--- src/ardr_pkg.sv ---
package ardr_pkg;
	// register bus
	localparam int DATA_W = 32;
	localparam int ADDR_W = 8;
	localparam logic [7:0] ACCEL_TIME_OFS = 8'h00;
	localparam logic [7:0] DECEL_TIME_OFS = 8'h04;
	localparam logic [7:0] REF_FREQ_OFS = 8'h08;
	localparam logic [7:0] SECOND_ACCEL_OFS = 8'h0c;
	localparam logic [7:0] SECOND_DECEL_OFS = 8'h10;
	localparam logic [7:0] BASE_FREQ_OFS = 8'h14;
	localparam logic [7:0] PATTERN_OFS = 8'h18;
	localparam logic [7:0] GAIN_A_OFS = 8'h1c;
	localparam logic [7:0] GAIN_B_OFS = 8'h20;
	localparam logic [7:0] TARGET_FREQ_OFS = 8'h24;
	localparam logic [7:0] OUTPUT_FREQ_OFS = 8'h28;
	localparam logic [7:0] STATUS_OFS = 8'h2c;
	// field widths: times in 10 ms units, frequencies in 0.01 Hz units
	localparam int TIME_W = 19;
	localparam int FREQ_W = 16;
	localparam int PATTERN_W = 2;
	localparam int STATUS_SEL_BIT = 0;
	localparam int STATUS_UP_BIT = 1;
	localparam int STATUS_DOWN_BIT = 2;
	localparam int STATUS_AT_TARGET_BIT = 3;
	// reset values and limits
	localparam logic [18:0] TIME_RST = 19'h001f4;
	localparam logic [18:0] TIME_MAX = 19'h57e40;
	localparam logic [18:0] SECOND_DECEL_FOLLOW = 19'h0270f;
	localparam logic [18:0] TIME_CLAMP_LIMIT = 19'h00003;
	localparam logic [18:0] TIME_MIN = 19'h00004;
	localparam logic [15:0] REF_FREQ_RST = 16'h1770;
	localparam logic [15:0] REF_FREQ_MIN = 16'h0064;
	localparam logic [15:0] REF_FREQ_MAX = 16'h9c40;
	localparam logic [15:0] BASE_FREQ_RST = 16'h1770;
	localparam logic [15:0] GAIN_FREQ_RST = 16'h1770;
	localparam logic [15:0] TARGET_FREQ_RST = 16'h0000;
	localparam logic [1:0] PATTERN_RST = 2'h0;
	localparam logic [1:0] PATTERN_LINEAR = 2'h0;
	localparam logic [1:0] PATTERN_S_A = 2'h1;
	localparam logic [1:0] PATTERN_S_B = 2'h2;
	// timing
	localparam int CLK_HZ = 50000000;
	localparam int TICK_US = 1000;
	localparam int TIME_UNIT_US = 10000;
	localparam int TICK_CYCLES = CLK_HZ / 1000000 * TICK_US;
	localparam int TICKS_PER_TIME_UNIT = TIME_UNIT_US / TICK_US;
	localparam int FRAC_W = 16;
	localparam int DIV_W = 56;
	// S-pattern A law: slope above base is 9*fb^2 / (8*f*T)
	localparam int SA_NUM_FACTOR = 9;
	localparam int SA_DEN_FACTOR = 8;
	typedef enum logic [0:0] {ARDR_IDLE, ARDR_DIVIDE} ardr_state_t;
endpackage

--- src/ardr_ramp.sv ---
// Added by the designer: strobed register access and the address map.
`timescale 1ns/1ps
// Summary of operation
// - accel slope is reference over accel time
// - decel slope is reference over decel time
// - reference frequency 1..400 Hz, default 60
// - ramp times accepted from 0 to 3600 s
// - select asserted uses second ramp times
// - second decel 9999 follows second accel
// - S-pattern A times are to base frequency
// - S-pattern A above base follows quadratic law
// - times 0.03 s or less become 0.04 s
// - reference change keeps gain frequencies
// - select also enables other second functions
// - longer time gives proportionally slower ramp
// - pattern 0 linear, 1 S-A, 2 S-B; code 2 is stored but ramps as linear
module ardr_ramp #(
	parameter int TICK_CYCLES = ardr_pkg::TICK_CYCLES
) (
	// clock and reset
	input wire logic core_clk_in,
	input wire logic rst_in,
	input wire logic ce_in,
	// register port
	input wire logic [ardr_pkg::ADDR_W-1:0] addr_in,
	input wire logic [ardr_pkg::DATA_W-1:0] wdata_in,
	input wire logic wr_in,
	input wire logic rd_in,
	output logic [ardr_pkg::DATA_W-1:0] rdata_out,
	// terminal input
	input wire logic second_set_select_in,
	// ramp outputs
	output logic [ardr_pkg::FREQ_W-1:0] output_frequency_out,
	output logic second_function_active_out,
	output logic ramp_busy_out
);
	localparam int TW = ardr_pkg::TIME_W;
	localparam int FW = ardr_pkg::FREQ_W;
	localparam int DW = ardr_pkg::DIV_W;
	localparam int AW = FW + ardr_pkg::FRAC_W;

	logic [TW-1:0] accel_time_setting;
	logic [TW-1:0] decel_time_setting;
	logic [TW-1:0] second_accel_time_setting;
	logic [TW-1:0] second_decel_time_setting;
	logic [FW-1:0] ramp_reference_frequency;
	logic [FW-1:0] base_frequency_setting;
	logic [ardr_pkg::PATTERN_W-1:0] ramp_pattern_select;
	logic [FW-1:0] gain_frequency_input_a;
	logic [FW-1:0] gain_frequency_input_b;
	logic [FW-1:0] target_frequency;
	logic [AW-1:0] freq_acc;
	logic sel_s1;
	logic sel_s2;
	logic sel_s3;
	logic second_set_select;
	logic [$clog2(TICK_CYCLES)-1:0] tick_cnt;
	logic tick;
	ardr_pkg::ardr_state_t state;
	logic ramp_up;
	logic div_start;
	logic div_done;
	logic [DW-1:0] div_num;
	logic [DW-1:0] div_den;
	logic [DW-1:0] div_quot;
	logic [TW-1:0] sel_accel;
	logic [TW-1:0] sel_decel;
	logic [TW-1:0] raw_time;
	logic [TW-1:0] eff_time;
	logic [FW-1:0] out_freq;
	logic [AW-1:0] target_acc;
	logic [AW-1:0] step;
	logic [AW:0] next_up;
	logic [AW:0] next_down;

	function automatic logic [TW-1:0] clamp_time(input logic [DW-1:0] v);
		clamp_time = (v > DW'(ardr_pkg::TIME_MAX)) ? ardr_pkg::TIME_MAX : v[TW-1:0];
	endfunction

	assign out_freq = freq_acc[AW-1:ardr_pkg::FRAC_W];
	assign target_acc = {target_frequency, {ardr_pkg::FRAC_W{1'b0}}};

	// terminal select: three stages, takes the third stage level when second and third agree
	always_ff @(posedge core_clk_in) begin
		if (rst_in) begin
			sel_s1 <= 1'b0;
			sel_s2 <= 1'b0;
			sel_s3 <= 1'b0;
			second_set_select <= 1'b0;
		end else if (ce_in) begin
			sel_s1 <= second_set_select_in;
			sel_s2 <= sel_s1;
			sel_s3 <= sel_s2;
			if (sel_s2 == sel_s3) begin
				second_set_select <= sel_s3;
			end
		end
	end

	assign second_function_active_out = second_set_select;

	// settings registers
	always_ff @(posedge core_clk_in) begin
		if (rst_in) begin
			accel_time_setting <= ardr_pkg::TIME_RST;
			decel_time_setting <= ardr_pkg::TIME_RST;
			second_accel_time_setting <= ardr_pkg::TIME_RST;
			second_decel_time_setting <= ardr_pkg::SECOND_DECEL_FOLLOW;
			ramp_reference_frequency <= ardr_pkg::REF_FREQ_RST;
			base_frequency_setting <= ardr_pkg::BASE_FREQ_RST;
			ramp_pattern_select <= ardr_pkg::PATTERN_RST;
			gain_frequency_input_a <= ardr_pkg::GAIN_FREQ_RST;
			gain_frequency_input_b <= ardr_pkg::GAIN_FREQ_RST;
			target_frequency <= ardr_pkg::TARGET_FREQ_RST;
		end else if (ce_in && wr_in) begin
			if (addr_in == ardr_pkg::ACCEL_TIME_OFS) begin
				accel_time_setting <= clamp_time(DW'(wdata_in));
			end else if (addr_in == ardr_pkg::DECEL_TIME_OFS) begin
				decel_time_setting <= clamp_time(DW'(wdata_in));
			end else if (addr_in == ardr_pkg::REF_FREQ_OFS) begin
				// gain frequencies are deliberately left alone here
				if (wdata_in < 32'(ardr_pkg::REF_FREQ_MIN)) begin
					ramp_reference_frequency <= ardr_pkg::REF_FREQ_MIN;
				end else if (wdata_in > 32'(ardr_pkg::REF_FREQ_MAX)) begin
					ramp_reference_frequency <= ardr_pkg::REF_FREQ_MAX;
				end else begin
					ramp_reference_frequency <= wdata_in[FW-1:0];
				end
			end else if (addr_in == ardr_pkg::SECOND_ACCEL_OFS) begin
				second_accel_time_setting <= clamp_time(DW'(wdata_in));
			end else if (addr_in == ardr_pkg::SECOND_DECEL_OFS) begin
				second_decel_time_setting <= clamp_time(DW'(wdata_in));
			end else if (addr_in == ardr_pkg::BASE_FREQ_OFS) begin
				base_frequency_setting <= wdata_in[FW-1:0];
			end else if (addr_in == ardr_pkg::PATTERN_OFS) begin
				if (wdata_in[ardr_pkg::PATTERN_W-1:0] <= ardr_pkg::PATTERN_S_B) begin
					ramp_pattern_select <= wdata_in[ardr_pkg::PATTERN_W-1:0];
				end
			end else if (addr_in == ardr_pkg::GAIN_A_OFS) begin
				gain_frequency_input_a <= wdata_in[FW-1:0];
			end else if (addr_in == ardr_pkg::GAIN_B_OFS) begin
				gain_frequency_input_b <= wdata_in[FW-1:0];
			end else if (addr_in == ardr_pkg::TARGET_FREQ_OFS) begin
				target_frequency <= (wdata_in > 32'(ardr_pkg::REF_FREQ_MAX)) ?
					ardr_pkg::REF_FREQ_MAX : wdata_in[FW-1:0];
			end
		end
	end

	// read port, data only in the cycle after the strobe
	always_ff @(posedge core_clk_in) begin
		if (rst_in) begin
			rdata_out <= '0;
		end else if (ce_in) begin
			rdata_out <= '0;
			if (rd_in) begin
				if (addr_in == ardr_pkg::ACCEL_TIME_OFS) begin
					rdata_out <= 32'(accel_time_setting);
				end else if (addr_in == ardr_pkg::DECEL_TIME_OFS) begin
					rdata_out <= 32'(decel_time_setting);
				end else if (addr_in == ardr_pkg::REF_FREQ_OFS) begin
					rdata_out <= 32'(ramp_reference_frequency);
				end else if (addr_in == ardr_pkg::SECOND_ACCEL_OFS) begin
					rdata_out <= 32'(second_accel_time_setting);
				end else if (addr_in == ardr_pkg::SECOND_DECEL_OFS) begin
					rdata_out <= 32'(second_decel_time_setting);
				end else if (addr_in == ardr_pkg::BASE_FREQ_OFS) begin
					rdata_out <= 32'(base_frequency_setting);
				end else if (addr_in == ardr_pkg::PATTERN_OFS) begin
					rdata_out <= 32'(ramp_pattern_select);
				end else if (addr_in == ardr_pkg::GAIN_A_OFS) begin
					rdata_out <= 32'(gain_frequency_input_a);
				end else if (addr_in == ardr_pkg::GAIN_B_OFS) begin
					rdata_out <= 32'(gain_frequency_input_b);
				end else if (addr_in == ardr_pkg::TARGET_FREQ_OFS) begin
					rdata_out <= 32'(target_frequency);
				end else if (addr_in == ardr_pkg::OUTPUT_FREQ_OFS) begin
					rdata_out <= 32'(output_frequency_out);
				end else if (addr_in == ardr_pkg::STATUS_OFS) begin
					rdata_out[ardr_pkg::STATUS_SEL_BIT] <= second_set_select;
					rdata_out[ardr_pkg::STATUS_UP_BIT] <= ramp_busy_out && ramp_up;
					rdata_out[ardr_pkg::STATUS_DOWN_BIT] <= ramp_busy_out && !ramp_up;
					rdata_out[ardr_pkg::STATUS_AT_TARGET_BIT] <= (freq_acc == target_acc);
				end
			end
		end
	end

	// fixed update tick
	always_ff @(posedge core_clk_in) begin
		if (rst_in) begin
			tick_cnt <= '0;
		end else if (ce_in) begin
			if (tick) begin
				tick_cnt <= '0;
			end else begin
				tick_cnt <= tick_cnt + 1'b1;
			end
		end
	end

	assign tick = (tick_cnt == ($clog2(TICK_CYCLES))'(TICK_CYCLES - 1));

	// active time selection, sampled fresh at each update
	always_comb begin
		sel_accel = second_set_select ? second_accel_time_setting : accel_time_setting;
		if (!second_set_select) begin
			sel_decel = decel_time_setting;
		end else if (second_decel_time_setting == ardr_pkg::SECOND_DECEL_FOLLOW) begin
			sel_decel = second_accel_time_setting;
		end else begin
			sel_decel = second_decel_time_setting;
		end
		raw_time = (target_acc > freq_acc) ? sel_accel : sel_decel;
		eff_time = (raw_time <= ardr_pkg::TIME_CLAMP_LIMIT) ? ardr_pkg::TIME_MIN : raw_time;
	end

	// step per tick = basis * 2^frac / (time * ticks per time unit)
	always_comb begin
		div_num = DW'(ramp_reference_frequency) << ardr_pkg::FRAC_W;
		div_den = DW'(eff_time) * DW'(ardr_pkg::TICKS_PER_TIME_UNIT);
		if (ramp_pattern_select == ardr_pkg::PATTERN_S_A) begin
			if (out_freq >= base_frequency_setting && out_freq != '0) begin
				div_num = (DW'(base_frequency_setting) * DW'(base_frequency_setting) *
					DW'(ardr_pkg::SA_NUM_FACTOR)) << ardr_pkg::FRAC_W;
				div_den = DW'(eff_time) * DW'(ardr_pkg::TICKS_PER_TIME_UNIT) *
					DW'(ardr_pkg::SA_DEN_FACTOR) * DW'(out_freq);
			end else begin
				div_num = DW'(base_frequency_setting) << ardr_pkg::FRAC_W;
			end
		end
	end

	assign div_start = (state == ardr_pkg::ARDR_IDLE) && tick && (target_acc != freq_acc);

	ardr_divider #(
		.W(DW)
	) u_div (
		.core_clk_in(core_clk_in),
		.rst_in(rst_in),
		.ce_in(ce_in),
		.start_in(div_start),
		.num_in(div_num),
		.den_in(div_den),
		.done_out(div_done),
		.quot_out(div_quot)
	);

	assign step = (div_quot > DW'({AW{1'b1}})) ? {AW{1'b1}} : div_quot[AW-1:0];
	assign next_up = {1'b0, freq_acc} + {1'b0, step};
	assign next_down = {1'b0, freq_acc} - {1'b0, step};

	// ramp state and frequency accumulator
	always_ff @(posedge core_clk_in) begin
		if (rst_in) begin
			state <= ardr_pkg::ARDR_IDLE;
			ramp_up <= 1'b0;
			freq_acc <= '0;
		end else if (ce_in) begin
			case (state)
				ardr_pkg::ARDR_IDLE: begin
					if (div_start) begin
						ramp_up <= target_acc > freq_acc;
						state <= ardr_pkg::ARDR_DIVIDE;
					end
				end
				ardr_pkg::ARDR_DIVIDE: begin
					if (div_done) begin
						state <= ardr_pkg::ARDR_IDLE;
						if (ramp_up) begin
							if (next_up >= {1'b0, target_acc}) begin
								freq_acc <= target_acc;
							end else begin
								freq_acc <= next_up[AW-1:0];
							end
						end else begin
							if (next_down[AW] || next_down <= {1'b0, target_acc}) begin
								freq_acc <= target_acc;
							end else begin
								freq_acc <= next_down[AW-1:0];
							end
						end
					end
				end
				default: state <= ardr_pkg::ARDR_IDLE;
			endcase
		end
	end

	always_ff @(posedge core_clk_in) begin
		if (rst_in) begin
			output_frequency_out <= '0;
		end else if (ce_in) begin
			output_frequency_out <= out_freq;
		end
	end

	assign ramp_busy_out = (freq_acc != target_acc);
endmodule

--- src/ardr_divider.sv ---
`timescale 1ns/1ps
module ardr_divider #(
	parameter int W = 56
) (
	// clock and control
	input wire logic core_clk_in,
	input wire logic rst_in,
	input wire logic ce_in,
	// operands
	input wire logic start_in,
	input wire logic [W-1:0] num_in,
	input wire logic [W-1:0] den_in,
	// result
	output logic done_out,
	output logic [W-1:0] quot_out
);
	logic [W-1:0] rem;
	logic [W-1:0] den;
	logic [$clog2(W+1)-1:0] cnt;
	logic busy;
	logic [W:0] shifted;
	logic [W:0] diff;

	assign shifted = {rem, quot_out[W-1]};
	assign diff = shifted - {1'b0, den};

	always_ff @(posedge core_clk_in) begin
		if (rst_in) begin
			rem <= '0;
			den <= '0;
			quot_out <= '0;
			cnt <= '0;
			busy <= 1'b0;
			done_out <= 1'b0;
		end else if (ce_in) begin
			done_out <= 1'b0;
			if (start_in) begin
				rem <= '0;
				den <= den_in;
				quot_out <= num_in;
				cnt <= ($clog2(W+1))'(W);
				busy <= 1'b1;
			end else if (busy) begin
				// restoring step, one quotient bit per cycle
				if (!diff[W]) begin
					rem <= diff[W-1:0];
					quot_out <= {quot_out[W-2:0], 1'b1};
				end else begin
					rem <= shifted[W-1:0];
					quot_out <= {quot_out[W-2:0], 1'b0};
				end
				cnt <= cnt - 1'b1;
				if (cnt == 1) begin
					busy <= 1'b0;
					done_out <= 1'b1;
				end
			end
		end
	end
endmodule

--- config.mk ---
export PLATFORM = sky130hd
export DESIGN_NAME = ardr_ramp
export DESIGN_NICKNAME = d
export VERILOG_FILES = /design/src/ardr_pkg.sv /design/src/ardr_ramp.sv /design/src/ardr_divider.sv
export SDC_FILE = /design/constraint.sdc
export NUM_CORES = 2
export LEC_CHECK = 0
export BUFFER_PORTS_ARGS = -buffer_cell sky130_fd_sc_hd__buf_4
export CAP_MARGIN = 20
export CELL_PAD_IN_SITES_DETAIL_PLACEMENT = 2
export CELL_PAD_IN_SITES_GLOBAL_PLACEMENT = 2
export CORE_UTILIZATION = 43
export CTS_CLUSTER_DIAMETER = 60
export DETAILED_ROUTE_END_ITERATION = 16
export PLACE_DENSITY_LB_ADDON = 0.2
export SKIP_CTS_REPAIR_TIMING = 1
export SLEW_MARGIN = 20
export SYNTH_ARGS = -nofsm -noshare
export SYNTH_HDL_FRONTEND = slang
export SYNTH_SLANG_ARGS = --single-unit
--- constraint.sdc ---
create_clock -name core_clk_in -period 37.2 [get_ports core_clk_in]
set_clock_uncertainty 0.05 [all_clocks]
set_input_delay 7.44 -clock core_clk_in [delete_from_list [all_inputs] [get_ports core_clk_in]]
set_output_delay 7.44 -clock core_clk_in [all_outputs]
set_load 0.03 [all_outputs]
==> results.sh <==
export IMPL_outcome="complete, no violations"
export IMPL_syn_area_sq_um=46230
export IMPL_final_area_sq_um=50150
export IMPL_gp_congestion=0.9408
export IMPL_tns_ns=0
export IMPL_async_flop_share_pct=0
export IMPL_instances_no_fill=7142
export IMPL_fillerInstances=11800
export IMPL_grt_util_met3_pct=6.702
export IMPL_finalSetupViolCount=0
export IMPL_setup_slack_ns=22.33
export IMPL_cts_tree="yes"
export IMPL_multiInputGateArea_sq_um=34390
export IMPL_drv_cap=0
export IMPL_dpl_hpwl_mm=151.5
export IMPL_hp_class="reg -> reg"
export IMPL_routed_wl_mm=210.0
export IMPL_via_count=45200
export IMPL_route_antenna_remaining_nets=0
export IMPL_cts_sinks=408
export IMPL_initial_core_util_pct=43.67
export IMPL_ys_ff_latch=408
export IMPL_yosys_warnings=0
export IMPL_grt_pass1_vias=50650
export IMPL_grtUsageMet1_pct=47.73
export IMPL_grt_overflow_total=0
export IMPL_port_buffers=82
export IMPL_cts_root_buf="clkbuf_16"
export IMPL_cts_path_max_buffers=3
export IMPL_timing_hold_ws_ns=0.4083
export IMPL_dieWidth_um=329.9
export IMPL_critPathMaxStageDelay_ns=0.80
export IMPL_drc=0
export IMPL_peakVddDrop_v=0.00003486
export IMPL_ys_flop_type="dfxtp_1"
export IMPL_core_sq_um=105900
export IMPL_grt_usage_pct=38.41
export IMPL_synthToLayoutAreaGrowth_pct=8.480
export IMPL_die_height_um=329.9
export IMPL_rsz0062_at_grt="no"
export IMPL_clk_latency_ns=0.70
export IMPL_cp_required_ns=37.65
export IMPL_netlist_instances=5767
export IMPL_path_max_fanout=31
export IMPL_grt_busiest_layer="met2"
export IMPL_placed_area_sq_um=48110
export IMPL_grt_max_degree=93
export IMPL_grt_use_met2_pct=62.92
export IMPL_slew_viol_final=0
export IMPL_dp_cells=7025
export IMPL_grt_pass1_wl_mm=317.8
export IMPL_leakagePower_nw=23.28
export IMPL_drt_iter0_markers=3708
export IMPL_cts_buffers=59
export IMPL_first_pass_iters=5
export IMPL_synth_edf_count=0
export IMPL_end_kind="flop"
export IMPL_io_pins=96
export IMPL_arrival_ns=15.32
export IMPL_start_kind="flop"
export IMPL_fmax_mhz=67.24
export IMPL_seq_area_sq_um=8169
export IMPL_powerDensity_nw_per_um2=22.12
export IMPL_ys_types=94
export IMPL_nets=6656
export IMPL_drive_above_1_share_pct=6.058
export IMPL_cts_clk_slew_worst_paths_ns=0.06
export IMPL_wl_per_cell_um=29.41
export IMPL_path_class="reg -> reg"
export IMPL_finalCritPeriodShare_pct=39.98
export IMPL_fp_row_count=119
export IMPL_syn_avg_cell_area_sq_um=8.016
export IMPL_die_area_sq_um=108800
export IMPL_dp_slack_ns=23.05
export IMPL_htree_levels=2
export IMPL_maxSlewHeadroom_pct=19.19
export IMPL_worst_pin_slew_ns=1.208
export IMPL_synth_area_leaders="fa_1 19%, dfxtp_1 18%, ha_1 13%, nand2_1 5.6%, inv_1 5.5%"
export IMPL_critPathSlowestCell="nand2_1"
export IMPL_yosysSeqAreaShare_pct=17.67
export IMPL_hold_violations=0
export IMPL_via_per_inst=6.328
export IMPL_yosysTopAreaCell="fa_1"
export IMPL_reg2reg_slack_ns=22.33
export IMPL_period_minus_slack_ns=14.87
export IMPL_antenna_found_initial=10
export IMPL_yosysTopAreaCellShare_pct=19.32
[state kept, by name (all words and copies together), names as in the netlist, 19 cells and up]
name,count
decel_time_setting,19
u_div.quot_out,56
rdata_out,19
u_div.den,41
u_div.rem,56
accel_time_setting,19
freq_acc,32
second_accel_time_setting,19
second_decel_time_setting,19
[per-layer routing]
layer	up-vias	share of wire, %
met5	-	0.021
met4	8	6.1
met3	788	7.6
met2	2112	46
met1	23110	40
li1	19180	-
[kinds of logic (layout without fill, tap and decap cells)]
kind of cell	after synthesis	count (layout)	synth area share (%)
AOI/OAI and AO/OA	1262	1262	17.30
xor gates and xnor gates	231	231	4.409
muxes	80	80	1.800
adders and majority gates	915	915	32.01
and+or+nand+nor	1868	1868	18.50
DFF	408	408	17.67
buffers and inverters	1002	967	8.310
other	1	20	0.008112
[report_power, final]
group / leakage (nW) / internal (mW) / total, mW / switching [mW]
sequential: 3.29 / 0.437 / 0.438 / 0.000639
clock: 0.978 / 0.346 / 0.595 / 0.248
combinational: 19.0 / 0.0243 / 0.0765 / 0.0522
total: 23.3 / 0.808 / 1.11 / 0.301
[cells in the final DEF (no fill, tap or decap), types with 59 or more instances in the layout]
master,synthesis,layout
xnor2_1,159,158
a211oi_1,95,95
mux2i_1,64,64
inv_1,682,681
ha_1,469,469
nor2_1,525,515
nor3_1,83,80
nand3_1,92,92
xor2_1,70,70
o21ai_0,249,248
buf_4,14,162
and2_1,163,163
clkbuf_16,0,59
nand2_1,690,690
a21o_1,95,95
fa_1,446,446
o211ai_1,62,62
dfxtp_1,408,407
a21oi_1,419,419
[cell type report]
cell class | instances | share of cell area (%)
multi-input cells | 4369 | 68.57
clock buffers | 72 | 3.141
diodes | 7 | 0.03493
clock inverters | 38 | 0.8384
repair buffers | 163 | 2.455
flip-flops and latches | 408 | 16.29
inverters | 694 | 5.195
well taps | 1391 | 3.471
[critical path, delay by kind of cell (launching register included)]
kind,cells,cell delay [ns]
AO/OA/AOI/OAI,17,4.63
buffers and inverters,9,1.77
XOR/XNOR,2,0.34
adder cells (fa/ha/maj),9,4.16
AND/OR/NAND/NOR,12,3.38
flip-flops,1,0.31
[path summary, 6_finish.rpt]
path	depth (start not counted)	endpoint	startpoint
worst max-delay path	49	u_div.den[40]	freq_acc[16]
worst min-delay path	2	u_div.den[6]	u_div.den[6]
worst max register to register	49	u_div.den[40]	freq_acc[16]
worst min register to register	2	u_div.den[6]	u_div.den[6]
[synth_stat cells, types with 35 or more instances]
cell        n
xor2_1     70
xnor2_1   159
a21o_1     95
o211ai_1   62
or3_1      48
nor2b_1    51
a31oi_1    36
nand2_1   690
inv_1     682
a22oi_1    49
and2_1    163
o21bai_1   35
nor3_1     83
o21ai_0   249
ha_1      469
mux2i_1    64
a21oi_1   419
fa_1      446
nand3_1    92
a211oi_1   95
nor4_1     61
dfxtp_1   408
clkbuf_1  267
nor2_1    525
[through the flow]
step	power, mW	util (%)
final	1.109	47.37
after global routing	1.132	47.36
after CTS	1.112	47.34
after detailed placement	0.5212	45.45
after global placement	0.5174	45.45
after floorplan	0.4948	-
Power figures use the tool's default switching activity.
